**src/shared/cdp_regs.vh**
```
// Register offsets, field positions, reset values and timing counts for the cache data path
`ifndef CDP_REGS_VH
`define CDP_REGS_VH
// Word addresses of the special registers (compared against bus address bits 21:0)
`define CDP_MAINT_ADDR 22'h3fffe8
`define CDP_LTC_ADDR 22'h3fff66
`define CDP_MEM_SYSTEM_ERROR_REG_ADDR 22'h3fffd4
`define CDP_CCR_ADDR 22'h3fff84
// Output select codes
`define CDP_SEL_OFF 2'h0
`define CDP_SEL_ADDR 2'h1
`define CDP_SEL_MEM_SYSTEM_ERROR_REG 2'h2
`define CDP_SEL_FLUSH 2'h3
// Cache control field positions
`define CDP_CCR_WWTAG 10
`define CDP_CCR_FLUSH 8
`define CDP_CCR_PABORT 7
`define CDP_CCR_WWDATA 6
`define CDP_CCR_DIAG 1
`define CDP_CCR_NOINT 0
`define CDP_CCR_RESET 16'h0000
// Error register field positions
`define CDP_MEM_SYSTEM_ERROR_REG_ABORT 15
`define CDP_MEM_SYSTEM_ERROR_REG_HIGH 7
`define CDP_MEM_SYSTEM_ERROR_REG_LOW 6
`define CDP_MEM_SYSTEM_ERROR_REG_TAG 5
`define CDP_MEM_SYSTEM_ERROR_REG_RESET 16'h0000
// Special address space code
`define CDP_BS_IO 2'h3
// General-purpose write access code
`define CDP_AIO_GPWR 4'h1
// Bus reply timeout
`define CDP_TIMEOUT_NS 10000
`define CDP_CLK_NS 20
`define CDP_TIMEOUT_CYC (`CDP_TIMEOUT_NS / `CDP_CLK_NS)
`endif

```
**src/rtl/cdp_sync.v**
```verilog
// Three-stage input synchroniser with agreement filter on the last two stages
module cdp_sync #(
    parameter RST_VAL = 1'b1
) (
    input wire clk, // System clock
    input wire rst_b, // Asynchronous reset, active low
    input wire d_in, // Asynchronous input
    output reg q_out // Filtered synchronous level
);
    reg s1_reg; // First stage, read only by s2
    reg s2_reg; // Second stage
    reg s3_reg; // Third stage

    ////////////////////////////////////////////////////////////////////
    // Chain and agreement; output only moves when stages two and three agree
    always @(posedge clk or negedge rst_b) begin
        if (!rst_b) begin
            s1_reg <= RST_VAL;
            s2_reg <= RST_VAL;
            s3_reg <= RST_VAL;
            q_out <= RST_VAL;
        end else begin
            s1_reg <= d_in;
            s2_reg <= s1_reg;
            s3_reg <= s2_reg;
            if (s2_reg == s3_reg) begin
                q_out <= s3_reg;
            end
        end
    end
endmodule

```
**src/rtl/cdp_top.v**
```verilog
// Cache data path control: address, flush, tag parity and error logic
// Functional notes
// - Flag maintenance or line clock address
// - Select code picks driven register
// - Flush-step pulse advances flush counter
// - Flush-active high while cache flushes
// - Latch enable captures bank code, gates strobe
// - Strobe loads address; release clears, enables
// - Stretch enables abort, latches data; release clears
// - Address bits 21:13 form tag data
// - Update and check choose parity function
// - Predicted tag parity from address 21:13
// - Tag parity mismatch raises parity error
// - Memory parity bits 17,16 raise error
// - Byte parity errors set error bits
// - No reply in 10us aborts
// - Shadow cache control on processor write
// - Control bit 10 inverts tag parity
// - Control bit 8 starts flush, self-clears
// - Control bit 6 inverts data parity
// - Control bit 1 allocates on writes despite abort
// - Bits 7 and 0 choose error action
// - DMA address latched and driven out
// - 11-bit tag memory, miss input
// - 12-bit flush counter, overflow ends flush
// - Error register cleared by any write to it
`include "cdp_regs.vh"
module cdp_top #(
    parameter TIMEOUT_CYC = `CDP_TIMEOUT_CYC,
    parameter FLUSH_W = 12
) (
    input wire clk, // 50 MHz clock
    input wire rst_b, // Asynchronous reset, active low
    input wire ale_n, // Address latch enable, pin
    input wire addr_strobe_n, // Address strobe, pin
    input wire stretch_control_n, // Stretch control, pin
    input wire [1:0] bank_space_code, // Bank space code
    input wire [3:0] access_type_code, // Transaction type code
    input wire [21:0] muxed_addr_data_in, // Address/data bus input
    output reg [21:0] muxed_addr_data_out, // Address/data bus output
    output reg muxed_addr_data_oe, // Bus output enable, high when driving
    input wire [1:0] sel, // Output select from sequencer
    input wire flush_step, // Flush step from sequencer
    input wire update_n, // Tag update, active low
    input wire check, // Tag check
    input wire [10:0] tag_in, // Tag memory read data
    output reg [10:0] tag_out, // Tag memory write data
    output reg tag_oe, // Tag bus output enable
    output reg tag_cs_n, // Tag chip select
    input wire miss_n, // Cache miss from compare, active low
    input wire system_mem_parity_err, // Memory parity strobe
    input wire low_byte_parity_err, // Low byte data parity error
    input wire high_byte_parity_err, // High byte data parity error
    input wire bus_reply_in, // Bus reply
    input wire bus_read_strobe_out, // Module read strobe (sequencer)
    input wire bus_write_strobe_out, // Module write strobe (sequencer)
    input wire ccr_write, // Processor writes its cache control register
    input wire load_dma, // DMA latch load strobe
    input wire dma_oe_n, // DMA drive enable, active low
    input wire bypass, // Cache bypass indication
    input wire force_miss, // Cache force miss indication
    output reg special_addr_status, // Maintenance or line clock addressed
    output reg flush_active, // Flush in progress
    output reg predicted_tag_parity, // Predicted tag parity
    output reg wr_wrong_data_par, // Invert data byte parities
    output reg parity_error_n, // Parity error, active low
    output reg abort_n, // Abort, active low
    output reg gp_write_strobe_n, // General-purpose write strobe
    output reg allocate, // Allocate cache on this write
    output reg addr_bit0, // Address bit 0
    output reg [15:0] cache_control_reg, // Shadow control register
    output reg [21:0] dma_addr_out, // DMA address toward internal bus
    output reg dma_addr_oe // DMA drive enable
);
    ////////////////////////////////////////////////////////////////////
    // Pin synchronisers
    wire ale_s; // Synchronised latch enable
    wire strb_s; // Synchronised strobe
    wire sctl_s; // Synchronised stretch
    cdp_sync #(.RST_VAL(1'b1)) u_ale (.clk(clk), .rst_b(rst_b), .d_in(ale_n), .q_out(ale_s));
    cdp_sync #(.RST_VAL(1'b1)) u_strb (.clk(clk), .rst_b(rst_b), .d_in(addr_strobe_n), .q_out(strb_s));
    cdp_sync #(.RST_VAL(1'b1)) u_sctl (.clk(clk), .rst_b(rst_b), .d_in(stretch_control_n), .q_out(sctl_s));

    reg ale_d_reg; // Previous latch enable
    reg strb_d_reg; // Previous strobe
    reg sctl_d_reg; // Previous stretch
    wire ale_fall = ale_d_reg & ~ale_s; // Latch enable asserted
    wire strb_fall = strb_d_reg & ~strb_s; // Strobe asserted
    wire strb_rise = ~strb_d_reg & strb_s; // Strobe negated
    wire sctl_fall = sctl_d_reg & ~sctl_s; // Stretch asserted
    wire sctl_rise = ~sctl_d_reg & sctl_s; // Stretch negated

    ////////////////////////////////////////////////////////////////////
    // State
    reg [1:0] bs_reg; // Captured bank space
    reg [21:0] addr_reg; // Address register
    reg [21:0] wdata_reg; // Latched write data
    reg [15:0] mem_system_error_reg_reg; // Memory system error register
    reg [FLUSH_W-1:0] flush_cnt_reg; // Flush counter
    reg flush_ovf_reg; // Counter overflowed
    reg gp_en_reg; // General-purpose strobe enable
    reg abort_en_reg; // Abort output enable
    reg perr_latch_reg; // Parity error latch
    reg abort_latch_reg; // Abort latch
    reg [15:0] to_cnt_reg; // Reply timeout counter
    reg step_d_reg; // Previous flush step

    wire is_maint = (addr_reg == `CDP_MAINT_ADDR); // Maintenance addressed
    wire is_ltc = (addr_reg == `CDP_LTC_ADDR); // Line clock addressed
    wire [8:0] tag_field = addr_reg[21:13]; // Tag data
    wire tag_par = ^tag_field; // Even parity over tag
    wire do_update = ~update_n & ~check; // Generate and store
    wire do_check = update_n & check; // Check only
    wire tag_mismatch = do_check & (tag_in[9] != tag_par); // Stored vs predicted
    wire mem_err = system_mem_parity_err & (muxed_addr_data_in[17] | muxed_addr_data_in[16]);
    wire byte_err = low_byte_parity_err | high_byte_parity_err;
    wire any_err = mem_err | byte_err | tag_mismatch; // Any parity event
    wire strobe_out = bus_read_strobe_out | bus_write_strobe_out; // Reply awaited
    wire timeout = (to_cnt_reg == TIMEOUT_CYC[15:0]);
    wire step_rise = flush_step & ~step_d_reg; // One flush step

    ////////////////////////////////////////////////////////////////////
    // Strobe edge tracking
    always @(posedge clk or negedge rst_b) begin
        if (!rst_b) begin
            ale_d_reg <= 1'b1;
            strb_d_reg <= 1'b1;
            sctl_d_reg <= 1'b1;
            step_d_reg <= 1'b0;
        end else begin
            ale_d_reg <= ale_s;
            strb_d_reg <= strb_s;
            sctl_d_reg <= sctl_s;
            step_d_reg <= flush_step;
        end
    end

    ////////////////////////////////////////////////////////////////////
    // Address, bank code, write data and strobe enables
    always @(posedge clk or negedge rst_b) begin
        if (!rst_b) begin
            bs_reg <= 2'h0;
            addr_reg <= 22'h000000;
            wdata_reg <= 22'h000000;
            gp_en_reg <= 1'b0;
            abort_en_reg <= 1'b0;
        end else begin
            if (ale_fall) begin
                bs_reg <= bank_space_code;
                gp_en_reg <= 1'b0; // Gate the strobe off
            end else if (strb_rise) begin
                gp_en_reg <= 1'b1;
            end
            if (strb_fall) begin
                addr_reg <= muxed_addr_data_in;
            end
            if (sctl_fall) begin
                abort_en_reg <= 1'b1;
                wdata_reg <= muxed_addr_data_in;
            end else if (sctl_rise) begin
                abort_en_reg <= 1'b0;
            end
        end
    end

    ////////////////////////////////////////////////////////////////////
    // Shadow control register; flush bit self-clears after overflow
    always @(posedge clk or negedge rst_b) begin
        if (!rst_b) begin
            cache_control_reg <= `CDP_CCR_RESET;
        end else if (ccr_write && sctl_fall) begin
            cache_control_reg <= muxed_addr_data_in[15:0];
        end else if (flush_ovf_reg && sctl_s) begin
            cache_control_reg[`CDP_CCR_FLUSH] <= 1'b0;
        end
    end

    ////////////////////////////////////////////////////////////////////
    // Flush counter: zeroed on stretch release while the flush bit is clear, stepped by sequencer
    always @(posedge clk or negedge rst_b) begin
        if (!rst_b) begin
            flush_cnt_reg <= {FLUSH_W{1'b0}};
            flush_ovf_reg <= 1'b0;
        end else if (sctl_rise && !cache_control_reg[`CDP_CCR_FLUSH]) begin
            flush_cnt_reg <= {FLUSH_W{1'b0}};
            flush_ovf_reg <= 1'b0;
        end else if (cache_control_reg[`CDP_CCR_FLUSH] && !flush_ovf_reg && step_rise) begin
            {flush_ovf_reg, flush_cnt_reg} <= {1'b0, flush_cnt_reg} + 1'b1;
        end else if (!cache_control_reg[`CDP_CCR_FLUSH]) begin
            flush_ovf_reg <= 1'b0;
        end
    end

    ////////////////////////////////////////////////////////////////////
    // Reply timeout counter runs while a strobe waits for reply
    always @(posedge clk or negedge rst_b) begin
        if (!rst_b) begin
            to_cnt_reg <= 16'h0000;
        end else if (!strobe_out || bus_reply_in) begin
            to_cnt_reg <= 16'h0000;
        end else if (!timeout) begin
            to_cnt_reg <= to_cnt_reg + 16'h0001;
        end
    end

    ////////////////////////////////////////////////////////////////////
    // Error register and latches; a new error wins over a clearing write
    always @(posedge clk or negedge rst_b) begin
        if (!rst_b) begin
            mem_system_error_reg_reg <= `CDP_MEM_SYSTEM_ERROR_REG_RESET;
            perr_latch_reg <= 1'b0;
            abort_latch_reg <= 1'b0;
        end else begin
            if (strb_rise) begin
                perr_latch_reg <= 1'b0;
                abort_latch_reg <= 1'b0;
            end
            if (sctl_fall && ~access_type_code[0] && addr_reg == `CDP_MEM_SYSTEM_ERROR_REG_ADDR) begin
                mem_system_error_reg_reg <= 16'h0000; // Write clears all
            end
            if (any_err && !cache_control_reg[`CDP_CCR_PABORT] && cache_control_reg[`CDP_CCR_NOINT]) begin
                mem_system_error_reg_reg[`CDP_MEM_SYSTEM_ERROR_REG_HIGH] <= 1'b1; // Update only, still logged
                mem_system_error_reg_reg[`CDP_MEM_SYSTEM_ERROR_REG_LOW] <= 1'b1;
                mem_system_error_reg_reg[`CDP_MEM_SYSTEM_ERROR_REG_TAG] <= 1'b1;
            end else if (any_err && cache_control_reg[`CDP_CCR_PABORT]) begin
                mem_system_error_reg_reg[`CDP_MEM_SYSTEM_ERROR_REG_ABORT] <= 1'b1;
                if (high_byte_parity_err) mem_system_error_reg_reg[`CDP_MEM_SYSTEM_ERROR_REG_HIGH] <= 1'b1;
                if (low_byte_parity_err) mem_system_error_reg_reg[`CDP_MEM_SYSTEM_ERROR_REG_LOW] <= 1'b1;
                if (tag_mismatch) mem_system_error_reg_reg[`CDP_MEM_SYSTEM_ERROR_REG_TAG] <= 1'b1;
                abort_latch_reg <= 1'b1; // Abort through 114
                perr_latch_reg <= 1'b1;
            end else if (any_err) begin
                mem_system_error_reg_reg[`CDP_MEM_SYSTEM_ERROR_REG_HIGH] <= 1'b1; // All three when abort off
                mem_system_error_reg_reg[`CDP_MEM_SYSTEM_ERROR_REG_LOW] <= 1'b1;
                mem_system_error_reg_reg[`CDP_MEM_SYSTEM_ERROR_REG_TAG] <= 1'b1;
                perr_latch_reg <= 1'b1; // Interrupt through 114
            end
            if (timeout) begin
                abort_latch_reg <= 1'b1;
            end
        end
    end

    ////////////////////////////////////////////////////////////////////
    // Registered outputs
    always @(posedge clk or negedge rst_b) begin
        if (!rst_b) begin
            muxed_addr_data_out <= 22'h000000;
            muxed_addr_data_oe <= 1'b0;
            tag_out <= 11'h000;
            tag_oe <= 1'b0;
            tag_cs_n <= 1'b1;
            special_addr_status <= 1'b0;
            flush_active <= 1'b0;
            predicted_tag_parity <= 1'b0;
            wr_wrong_data_par <= 1'b0;
            parity_error_n <= 1'b1;
            abort_n <= 1'b1;
            gp_write_strobe_n <= 1'b1;
            allocate <= 1'b0;
            addr_bit0 <= 1'b0;
            dma_addr_out <= 22'h000000;
            dma_addr_oe <= 1'b0;
        end else begin
            special_addr_status <= is_maint | is_ltc;
            muxed_addr_data_oe <= (sel != `CDP_SEL_OFF);
            if (sel == `CDP_SEL_ADDR) begin
                muxed_addr_data_out <= addr_reg;
            end else if (sel == `CDP_SEL_MEM_SYSTEM_ERROR_REG && is_ltc) begin
                muxed_addr_data_out <= 22'h000000; // Line clock register lives outside
            end else if (sel == `CDP_SEL_MEM_SYSTEM_ERROR_REG) begin
                muxed_addr_data_out <= {6'h00, mem_system_error_reg_reg};
            end else if (sel == `CDP_SEL_FLUSH) begin
                muxed_addr_data_out <= {addr_reg[21:13], flush_cnt_reg, 1'b0};
            end else begin
                muxed_addr_data_out <= 22'h000000;
            end
            flush_active <= cache_control_reg[`CDP_CCR_FLUSH] & ~flush_ovf_reg;
            predicted_tag_parity <= tag_par;
            tag_oe <= do_update;
            tag_cs_n <= ~(do_update | do_check); // 11-bit tag memory
            tag_out <= {tag_par ^ cache_control_reg[`CDP_CCR_WWTAG], 1'b1, tag_field};
            wr_wrong_data_par <= cache_control_reg[`CDP_CCR_WWDATA];
            parity_error_n <= ~perr_latch_reg;
            abort_n <= ~(abort_latch_reg & abort_en_reg);
            gp_write_strobe_n <= ~(gp_en_reg & (access_type_code == `CDP_AIO_GPWR));
            allocate <= ~access_type_code[0] & ~bypass & ~force_miss & ~miss_n
                & (cache_control_reg[`CDP_CCR_DIAG] | ~abort_latch_reg);
            addr_bit0 <= addr_reg[0];
            if (load_dma) begin
                dma_addr_out <= muxed_addr_data_in;
            end
            dma_addr_oe <= ~dma_oe_n;
        end
    end
endmodule

```
**config.mk**
```make
export PLATFORM = sky130hd
export DESIGN_NAME = cdp_top
export DESIGN_NICKNAME = d
export VERILOG_FILES = /design/src/rtl/cdp_sync.v /design/src/rtl/cdp_top.v
export VERILOG_INCLUDE_DIRS = /design/src /design/src/shared
export SDC_FILE = /design/constraint.sdc
export NUM_CORES = 1
export LEC_CHECK = 0
export BUFFER_PORTS_ARGS = -buffer_cell sky130_fd_sc_hd__buf_4
export CORE_MARGIN = 1
export CORE_UTILIZATION = 35
export CTS_CLUSTER_SIZE = 8
export DETAILED_ROUTE_END_ITERATION = 8
export HOLD_SLACK_MARGIN = 0.06
export PLACE_DENSITY_LB_ADDON = 0.05
export SETUP_SLACK_MARGIN = 0.1
export SKIP_CTS_REPAIR_TIMING = 1
export SYNTH_ARGS = -nofsm -noshare
export SYNTH_HDL_FRONTEND = slang
export SYNTH_HIERARCHICAL = 1
export SYNTH_SLANG_ARGS = --single-unit
export TNS_END_PERCENT = 100
```
**constraint.sdc**
```tcl
create_clock -name clk -period 2.9 [get_ports clk]
set_input_delay 0.58 -clock clk [delete_from_list [all_inputs] [get_ports clk]]
set_output_delay 0.58 -clock clk [all_outputs]
set_load 0.02 [all_outputs]
```
After elaboration in Yosys (flattened, before gate mapping)
Cells that the tools add are included.
- register bits after elaboration: 159
- input bits: 61
- reduce and logical (&&, ||, !) cells: 22
- add/subtract/negate cells: 2
- eq/ne operators: 14
- bitwise operators: 45
- multiplexer cells: 34
- operator list (operator ; count):
    $mux 22 ; 4
    $eq 22x22->1 const B ; 3
    $mux 16 ; 3
    $mux 12 ; 2
    $mux 1 ; 22
    $not 1->1 ; 19
    $and 1x1->1 ; 17
    $add 16x1->16 const B ; 1
    $eq 16x9->1 const B ; 1
    $add 12x1->13 const B ; 1
    $logic_and 1x1->1 ; 11
    $reduce_bool 2->1 ; 5
    $mux 3 ; 3
    $reduce_xor 9->1 ; 1
    $or 1x1->1 ; 8
    $eq 2x2->1 const B ; 2
    $eq 4x1->1 const B ; 1
    $logic_not 1->1 ; 4
    $eq 1x1->1 ; 3
    $ne 3x1->1 const B ; 1
    $eq 2x1->1 const B ; 1
    $ne 2x1->1 const B ; 1
    $logic_or 1x1->1 ; 1
    $ne 1x1->1 ; 1
    $xor 1x1->1 ; 1

Longest topological paths before layout
Gate-level depths: netlist of the first run.
- depth after elaboration: 8
- mapped depth: 7

Cells and area by module
Netlist of the first run, hierarchy kept.
- modules (own cells, without submodules) (module ; cells an instance ; seq. area each (um^2) ; instances ; area each (um^2)):
    cdp_top ; 447 ; 3687.3 ; 1 ; 5920.7
    cdp_sync ; 5 ; 105.1 ; 3 ; 116.4

Worst setup path after synthesis of the first run
No wires, ideal clock.
- path type: reg-to-reg
- from: register u_sctl.q_out
- to: register cache_control_reg[10]
- required time: 2775 ps
- clock period less this slack: 1824 ps
- path buffers: 1
- arrival time: 1699 ps
- path slack: 1076 ps
- stages on the path, launching flop included: 6
- cell sequence: dfstp_2 -> inv_1 -> ha_1 -> nand2_1 -> clkbuf_1 -> mux2_2
- word-level cells in the longest chain between the ends: 3
- ends and longest elaborated chain (item ; line ; source):
    start: declaration ; cdp_sync.v:8 ; output reg q_out
    start signal: assignment ; cdp_sync.v:27 ; q_out <= s3_reg;
    $not 1->1 ; cdp_top.v:90 ; wire sctl_fall = sctl_d_reg & ~sctl_s;
    $and 1x1->1 ; cdp_top.v:90 ;
    net sctl_fall ; cdp_top.v:90 ;
    $logic_and 1x1->1 ; cdp_top.v:171 ; end else if (ccr_write && sctl_fall) begin
    end signal: assignment ; cdp_top.v:170 ; cache_control_reg <= `CDP_CCR_RESET;
    end signal: assignment ; cdp_top.v:172 ; cache_control_reg <= muxed_addr_data_in[15:0];
    end: declaration ; cdp_top.v:71 ; output reg [15:0] cache_control_reg,
The timed path passes the listed nets, and every way through them passes these cells.
A chain may end at the register's enable or synchronous reset.

Final worst setup path of the first run
- from: register u_sctl.q_out
- to: register flush_cnt_reg[8]
- word-level cells in the longest chain between the ends: 3
- elaborated cells between the ends (all ways): 4
- those cells by class: mux: 1; bitwise: 1; reduce/logical: 2
- ends and longest elaborated chain (item ; line ; source):
    $and 1x1->1 (*) ; cdp_top.v:91 ; wire sctl_rise = ~sctl_d_reg & sctl_s;
    $logic_and 1x1->1 (*) ; cdp_top.v:184 ; end else if (sctl_rise && !cache_control_reg[`CDP_CCR_FLUSH]) begin
    $mux 12 or $reduce_bool 2->1 (tied branches) ; n/a ;
    end signal: assignment ; cdp_top.v:182 ; flush_cnt_reg <= {FLUSH_W{1'b0}};
    end signal: assignment ; cdp_top.v:185 ; flush_cnt_reg <= {FLUSH_W{1'b0}};
    end signal: assignment ; cdp_top.v:188 ; {flush_ovf_reg, flush_cnt_reg} <= {1'b0, flush_cnt_reg} + 1'b1;
    end: declaration ; cdp_top.v:99 ; reg [FLUSH_W-1:0] flush_cnt_reg;
Every way passes the cells marked *; elsewhere a longest branch is shown, timed or not.

==> run metrics, run 1 <==
status completed; Layout area overhead 30.4%; Remaining DRCs 0; post-route insts no fill 846; EDFF count, synth 0; Startpoint Class register; CTS clk-pin slew, worst paths 0.06 ns; Pint 4.60 mW; largest net degree at the start of global routing 67; final wirelength 14300 um; total negative setup slack 0 ns; critical path class register to register; Die Y 136 um; Worst-Margin Slew 0.626 ns; pwr dens 787 nW/um2; Leakage 3.74 nW; Hold WS 0.151 ns; gp weighted congestion 0.767; Syn Nets 530; via/cell ratio 4.74; Ys Warns 6; #FFs+latches synth 159; Slew headroom 58.3%; FP Rows 48; I/O Pins 145; gr usage total 17.0%; most frequent cells in the layout dfrtp_1, buf_4, mux2_2, nand2_1, nor2_1; Initial DRT Pass Iterations 4; Initial Utilization 36.0%; Peak VDD IR 0.444 mV; worst-case clock buffer depth 2; DR vias 4013; IO buf count 132; commonest non-fill, non-tap cell in the layout dfrtp_1; Final HPWL DP 10100 um; Critical Path RT 3.25 ns; n_diodes 0; Seq pwr share 43.3%; proportion of layout cells with a drive suffix above 1 42.8%; ys async rst share 100%; Clk pwr share 36.2%; die area 18500 um2; initial antenna violation count 0; final setup fails 0; worst-path maximum fanout 8; vias in the first global route 4224; final net count 676; synthesized instance count 462; core area 17400 um2; Sw Share 28.5%; Overall Power 6.44 mW; WL/cell 16.9 um; # Max-Cap Violations 0; Crit. End Element register; RSZ-0062 raised after global routing false; Arr. time, crit path 2.56 ns; total gr overflow 0; clock sink count 159; CTS buffer count 17; Synth cell types 52; mapped cell area 6270 um2; placed insts 814; die outline width 136 um; Net Sw Power 1.83 mW; Comb power frac 20.5%; register area share after synthesis 63.8%; clk_lat worst skew 0.42 ns; H-tree depth 4; fmax 452 MHz; Root Buffer clkbuf_16; Hold Vio Cnt, Final 0; final clock skew 0.00805 ns; CTS tree yes; DRT antenna net count 0; fin crit share 76.4%; syn_area_per_cell 13.6 um2; DRT iter0 DRCs 128; Max Slew Vio Count 0; Worst Hold Class input pin to async pin; first-pass GRT wire length 23200 um; Main synth FF type dfrtp_1; Final min period 2.21 ns
cell families after synthesis:
logic type,synth area share (%)
adder cells (fa/ha/maj),1.94
other,0.0598
buffers and inverters,1.80
AO/OA/AOI/OAI,3.97
AND/OR/NAND/NOR,11.4
multiplexers,13.1
XOR/XNOR,3.93
flip-flops,63.8
per-stage QoR:
step                area (um2)  utilization (%)  setup slack [ns]
floorplan                 6270                -              1.08
global route              8170             46.9             0.482
detailed placement        7560             43.4             0.712
global placement          7560             43.4             0.749
finish                    8170             46.9             0.685
CTS                       8170             46.9             0.685
routing by layer:
layer / global-route usage, % / routed length, um / share of wire, % / vias to the layer above
met2: 26.0 / 6680 / 47 / 106
li1: - / - / - / 1892
met5: 0 / 0 / 0 / -
met1: 22.4 / 6580 / 46 / 2002
met3: 5.85 / 922 / 6.4 / 13
met4: 5.43 / 149 / 1.0 / 0
worst max-delay path: stages, from the launching register on:
cell,delay (ns)
dfstp_2,0.57
ha_1,0.15
nor2b_1,0.47
nor2_1,0.12
or2_1,0.31
or3_1,0.36
a21oi_1,0.16
cell type report:
type / instances / area, um2
Clock buffer: 20 / 457
Clock inverter: 12 / 159
Fill cell: 1628 / 9240
Inverter: 15 / 56.3
Multi-Input combinational cell: 276 / 2160
Sequential cell: 159 / 4000
Tap cell: 225 / 282
Timing Repair Buffer: 139 / 1060
power by group through the flow:
stage               combinational (mW)  sequential, mW  clock (mW)
global route                      1.43            2.84        2.47
global placement                  1.33            2.82           0
CTS                               1.35            2.80        2.39
finish                            1.32            2.79        2.33
floorplan                        0.531            3.01           0
detailed placement                1.34            2.83           0
cells in the mapped netlist, types with 2 or more instances:
cell,count,area [um2]
dfrtp_1,140,3500
mux2_2,64,721
nand2_1,24,90.1
nor2_1,23,86.3
dfstp_2,19,499
o21ai_0,17,85.1
inv_1,15,56.3
nor2b_1,14,87.6
a21oi_1,12,60.1
xor2_1,12,105
xnor2_1,11,96.3
mux2i_1,10,100
nand3_1,9,45.0
or3_1,9,56.3
clkbuf_1,8,30.0
and2_1,7,43.8
ha_1,7,87.6
nand4_1,7,43.8
nor3_1,5,25.0
nand2b_1,4,25.0
and3_1,3,18.8
maj3_2,3,33.8
nand4b_1,3,26.3
a22o_1,2,17.5
buf_1,2,7.51
nor4_1,2,12.5
nor4bb_1,2,20.0
o21a_1,2,15.0
or2_2,2,12.5
xnor3_1,2,45.0
path summary, 6_finish.rpt:
path,startpoint,end,slack [ns],cells past startpoint
max reg2reg,u_sctl/q_out,flush_cnt_reg[8],0.69,6
max,u_sctl/q_out,flush_cnt_reg[8],0.69,6
max in group asynchronous,rst_b,tag_cs_n,1.93,2
min,rst_b,to_cnt_reg[8],0.15,1
min in group clk,addr_strobe_n,u_strb/s1_reg,0.26,1
min reg2reg,u_sctl/s1_reg,u_sctl/s2_reg,0.36,0
Power figures use the tool's default switching activity.
==> run 2, diff against run 1 <==
clock period = 2.25 ns   (was 2.9 ns; I/O delays follow)
==> run 2 against run 1 <==
Compared with the run above: clock-buffer cell count shrank 1; fmax up 17%; total power up 28%; critical path depth unchanged; first-iteration DRC count increased by 30%; non-clock buffer count is 3 higher; global-route usage decreased by 0.091 points; largest power group unchanged; highest routed layer unchanged.
==> run metrics, run 2 (same netlist as run 1, synthesis figures left out) <==
Worst-Margin Slew 0.532 ns (-0.0934 ns); final clock skew 0.0121 ns (+0.00402 ns); most frequent cells in the layout dfrtp_1, buf_4, mux2_2, nand2_1, nor2_1; H-tree depth 4 (unchanged); DR vias 4016 (+0.075%); total negative setup slack 0 ns (unchanged); I/O Pins 145 (unchanged); die outline width 136 um (unchanged); gp weighted congestion 0.719 (-6.3%); CTS tree yes; Sw Share 28.4% (about the same); Remaining DRCs 0 (unchanged); CP bufs+invs 0 (unchanged); number of fillers in the final layout 1602 (-1.6%); FP Rows 48 (unchanged); pwr dens 1000 nW/um2 (+27%); Max Slew Vio Count 0 (unchanged); CTS clk-pin slew, worst paths 0.06 ns (about the same); Layout Utilization 47.0% (+0.10 points); core area 17400 um2 (unchanged); Final WS setup 0.352 ns (-0.333 ns); total gr overflow 0 (unchanged); CTS buffer count 17 (unchanged); critical path class register to register; CP peak stage delay 0.57 ns (about the same); post-place setup slack 0.365 ns (-0.347 ns); Root Buffer clkbuf_16; via/cell ratio 4.73 (-0.28%); fin crit share 84.3% (+8.0 points); n_diodes 0 (unchanged); die area 18500 um2 (unchanged); vias in the first global route 4284 (+1.4%); WL/cell 16.7 um (-1.3%); commonest non-fill, non-tap cell in the layout dfrtp_1; Initial DRT Pass Iterations 4 (unchanged); Hold Vio Cnt, Final 0 (unchanged); clock sink count 159 (unchanged); status completed; worst-case clock buffer depth 2 (unchanged); proportion of layout cells with a drive suffix above 1 42.8% (-0.046 points); gr usage total 16.9% (-0.091 points); fmax 527 MHz (+17%); Critical-path top delay cell dfstp_2; Clk pwr share 35.3% (-0.9 points); DRT antenna net count 0 (unchanged); # Max-Cap Violations 0 (unchanged); Overall Power 8.22 mW (+28%); flop-to-flop setup slack 0.35 ns (-0.33 ns); placed instance area 7580 um2 (+0.36%); Comb power frac 20.8% (+0.3 points); post-route insts no fill 849 (+0.35%); placed insts 816 (+0.25%); Peak VDD IR 0.513 mV (+15%); Crit. End Element register; RSZ-0062 raised after global routing false; Initial Utilization 36.0% (unchanged); final wirelength 14200 um (-0.98%); Critical Path RT 2.59 ns (-0.66 ns); Pint 5.88 mW (+28%); Startpoint Class register; clk_lat worst skew 0.42 ns (about the same); Hold WS 0.133 ns (-0.0183 ns); CP delay by family, top simple AND/OR/NAND/NOR gates; IO buf count 132 (unchanged); Final min period 1.90 ns (-0.317 ns); Worst Hold Class input pin to register; Final HPWL DP 10100 um (-0.49%); final setup fails 0 (unchanged); largest net degree at the start of global routing 49 (-27%); Arr. time, crit path 2.24 ns (-0.32 ns); initial antenna violation count 0 (unchanged); Layout area overhead 30.6%; Leakage 3.74 nW (+0.12%); worst-path maximum fanout 5 (-3); Die Y 136 um (unchanged); first-pass GRT wire length 23300 um (+0.35%); DRT iter0 DRCs 166 (+30%); Slew headroom 64.2% (+6.0 points); Seq pwr share 43.9% (+0.6 points); final net count 679 (+0.44%); critical-path cell list ha_1 > nor2b_1 > nor2_1 > or2_1 > or3_1 > a21oi_1; Net Sw Power 2.34 mW (+28%); design area 8190 um2 (+0.21%)
run 2: final timing paths:
path | start | end | depth (start not counted)
hold / removal | addr_strobe_n | u_strb/s1_reg | 1
max in group asynchronous | rst_b | u_sctl/s2_reg | 3
min in group asynchronous | rst_b | to_cnt_reg[11] | 2
hold reg to reg | u_strb/s1_reg | u_strb/s2_reg | 0
setup reg to reg | u_sctl/q_out | flush_cnt_reg[8] | 6
setup / recovery | u_sctl/q_out | flush_cnt_reg[8] | 6
run 2: final cells by class:
| type | instances | area (um2) | area share, % |
|---|---|---|---|
| Multi-Input combinational cell | 276 | 2160 | 26.3 |
| Inverter | 15 | 56.3 | 0.687 |
| Sequential cell | 159 | 4000 | 48.9 |
| Clock buffer | 19 | 433 | 5.29 |
| Timing Repair Buffer | 142 | 1100 | 13.4 |
| Tap cell | 225 | 282 | 3.44 |
| Clock inverter | 13 | 163 | 1.99 |
run 2: worst reg2reg max path: cells and delay by family (launching register included):
kind | cells | cell delay [ns]
DFF | 1 | 0.57
and+or+nand+nor | 4 | 0.97
adders and majority gates | 1 | 0.15
AOI/OAI and AO/OA | 1 | 0.14
run 2: power groups by stage:
stage / Combinational [mW] / Clock [mW] / Sequential (mW)
after CTS: 1.74 / 3.00 / 3.61
after global routing: 1.86 / 3.10 / 3.67
final: 1.71 / 2.90 / 3.60
after detailed placement: 1.73 / 0 / 3.65
after global placement: 1.72 / 0 / 3.64
after floorplan: 0.684 / 0 / 3.89
run 2: layer usage:
metal  up-vias  global-route usage, %  share of wire, %
li1       1900                      -                 -
met4         0                   4.87              0.84
met1      2014                   22.6                47
met5         -                      0                 0
met3         8                   5.82               6.0
met2        94                   25.7                46
==> run 3, diff against run 2 <==
clock period = 1.7 ns   (was 2.25 ns; I/O delays follow)
==> run 3 against run 2 <==
Compared with the run above: the run now ends with setup timing left; clock-buffer cell count is 1 higher; setup slack worse by 0.42 ns; non-clock buffer count is 43 higher; die area did not move; hold slack got worse by 0.020 ns; final area is 6.6% higher; total power increased by 38%; core utilization rose by 3.1 points; combinational power up 75%; sequential power is 31% higher; critical path type unchanged; largest power group unchanged.
==> run metrics, run 3 (same netlist as run 1, synthesis figures left out) <==
status finished, violations left; failing checks setup timing; placed instance area 7870 um2 (+3.8%); worst-path maximum fanout 5 (unchanged); Final HPWL DP 10300 um (+2.6%); flop-to-flop setup slack -0.07 ns (-0.42 ns); Hold EP gp_write_strobe_n; most frequent cells in the layout buf_4, dfrtp_1, mux2_2, nand2_1, nor2_1; Layout Utilization 50.1% (+3.1 points); Remaining DRCs 0 (unchanged); initial antenna violation count 0 (unchanged); final net count 722 (+6.3%); Hold Vio Cnt, Final 0 (unchanged); worst-case clock buffer depth 2 (unchanged); # Max-Cap Violations 0 (unchanged); reg2reg start addr_reg[1]; Net Sw Power 3.27 mW (+40%); Leakage 4.02 nW (+7.3%); Startpoint Class register; CTS buffer count 17 (unchanged); fin crit share 104% (+20 points); Seq pwr share 41.6% (-2.3 points); design area 8730 um2 (+6.6%); Layout area overhead 39.2%; first-pass GRT wire length 22500 um (-3.1%); core area 17400 um2 (unchanged); final wirelength 14400 um (+1.3%); commonest non-fill, non-tap cell in the layout buf_4; Initial DRT Pass Iterations 4 (unchanged); Arr. time, crit path 2.07 ns (-0.17 ns); Final min period 1.77 ns (-0.127 ns); Sw Share 28.9% (+0.45 points); Max Slew Vio Count 0 (unchanged); FP Rows 48 (unchanged); WL/cell 16.1 um (-3.6%); IO buf count 132 (unchanged); CTS tree yes; total gr overflow 0 (unchanged); DRT iter0 DRCs 149 (-10%); pwr dens 1300 nW/um2 (+29%); Root Buffer clkbuf_16; Comb power frac 26.4% (+5.6 points); proportion of layout cells with a drive suffix above 1 49.6% (+6.8 points); cells on worst reg2reg path 4 (-2); die outline width 136 um (unchanged); worst hold stages 2 (+1); n_diodes 0 (unchanged); min-delay src access_type_code[0]; die area 18500 um2 (unchanged); vias in the first global route 4252 (-0.75%); critical path class register to register; Peak VDD IR 0.742 mV (+45%); I/O Pins 145 (unchanged); DRT antenna net count 0 (unchanged); largest net degree at the start of global routing 58 (+18%); Initial Utilization 36.0% (unchanged); via/cell ratio 4.68 (-1.1%); clk_lat worst skew 0.42 ns (about the same); Clk pwr share 32.0% (-3.3 points); final setup fails 9 (+9); gr usage total 16.5% (-0.41 points); Crit. End Element register; RSZ-0062 raised after global routing true; Hold WS 0.112 ns (-0.0202 ns); clock sink count 159 (unchanged); Critical Path RT 2.00 ns (-0.59 ns); gp weighted congestion 0.757 (+5.3%); DR vias 4175 (+4.0%); Final WS setup -0.0706 ns (-0.423 ns); CTS clk-pin slew, worst paths 0.06 ns (about the same); Worst Hold Class input pin to register; Die Y 136 um (unchanged); Pint 8.04 mW (+37%); fmax 565 MHz (+7.2%); final clock skew 0.00969 ns (-0.00238 ns); H-tree depth 4 (unchanged); reg2reg end muxed_addr_data_out[5]; post-place setup slack -0.0482 ns (-0.413 ns)
==> run 3: power groups by stage <==
| stage | Sequential (mW) | Combinational (mW) | Clock [mW] |
|---|---|---|---|
| finish | 4.70 | 2.99 | 3.62 |
| CTS | 4.70 | 2.74 | 3.74 |
| detailed placement | 4.76 | 2.73 | 0 |
| global placement | 4.74 | 2.71 | 0 |
| floorplan | 5.15 | 0.914 | 0 |
| global route | 4.77 | 3.22 | 3.86 |
==> run 3: worst max-delay path by stage <==
stage	cells past startpoint	from	endpoint
global route	4	addr_reg[1]	muxed_addr_data_out[6]
CTS	5	addr_reg[19]	muxed_addr_data_out[5]
global placement	5	addr_reg[12]	muxed_addr_data_out[5]
detailed placement	5	addr_reg[12]	muxed_addr_data_out[5]
floorplan	5	addr_reg[0]	muxed_addr_data_out[5]
finish	4	addr_reg[1]	muxed_addr_data_out[5]
==> run 3: cell type report <==
cell class / instances / area, um2
Fill cell: 1550 / 8690
Sequential cell: 159 / 4010
Multi-Input combinational cell: 276 / 2300
Timing Repair Buffer: 185 / 1520
Clock buffer: 20 / 457
Tap cell: 225 / 282
Clock inverter: 12 / 111
Inverter: 15 / 56.3
==> run 3: per-stage QoR <==
step / cells / setup TNS, ns / power, mW
global placement: 846 / -0.171 / 7.44
CTS: 878 / -0.469 / 11.2
detailed placement: 846 / -0.207 / 7.49
global route: 892 / -1.37 / 11.8
floorplan: 462 / 0 / 6.06
finish: 892 / -0.346 / 11.3
==> run 3: critical path: stages (launching register included) <==
cell,delay (ns)
dfrtp_2,0.39
or4bb_4,0.56
o41ai_4,0.40
nor2_2,0.09
a22o_1,0.21
==> run 3: routing by layer <==
layer	wire (um)	vias to the layer above	track usage (%)	share of wire (%)
met5	0	-	0	0
met4	228	0	7.43	1.6
met3	635	15	3.95	4.4
met2	6820	92	25.3	47
met1	6690	2091	22.0	47
li1	-	1977	-	-
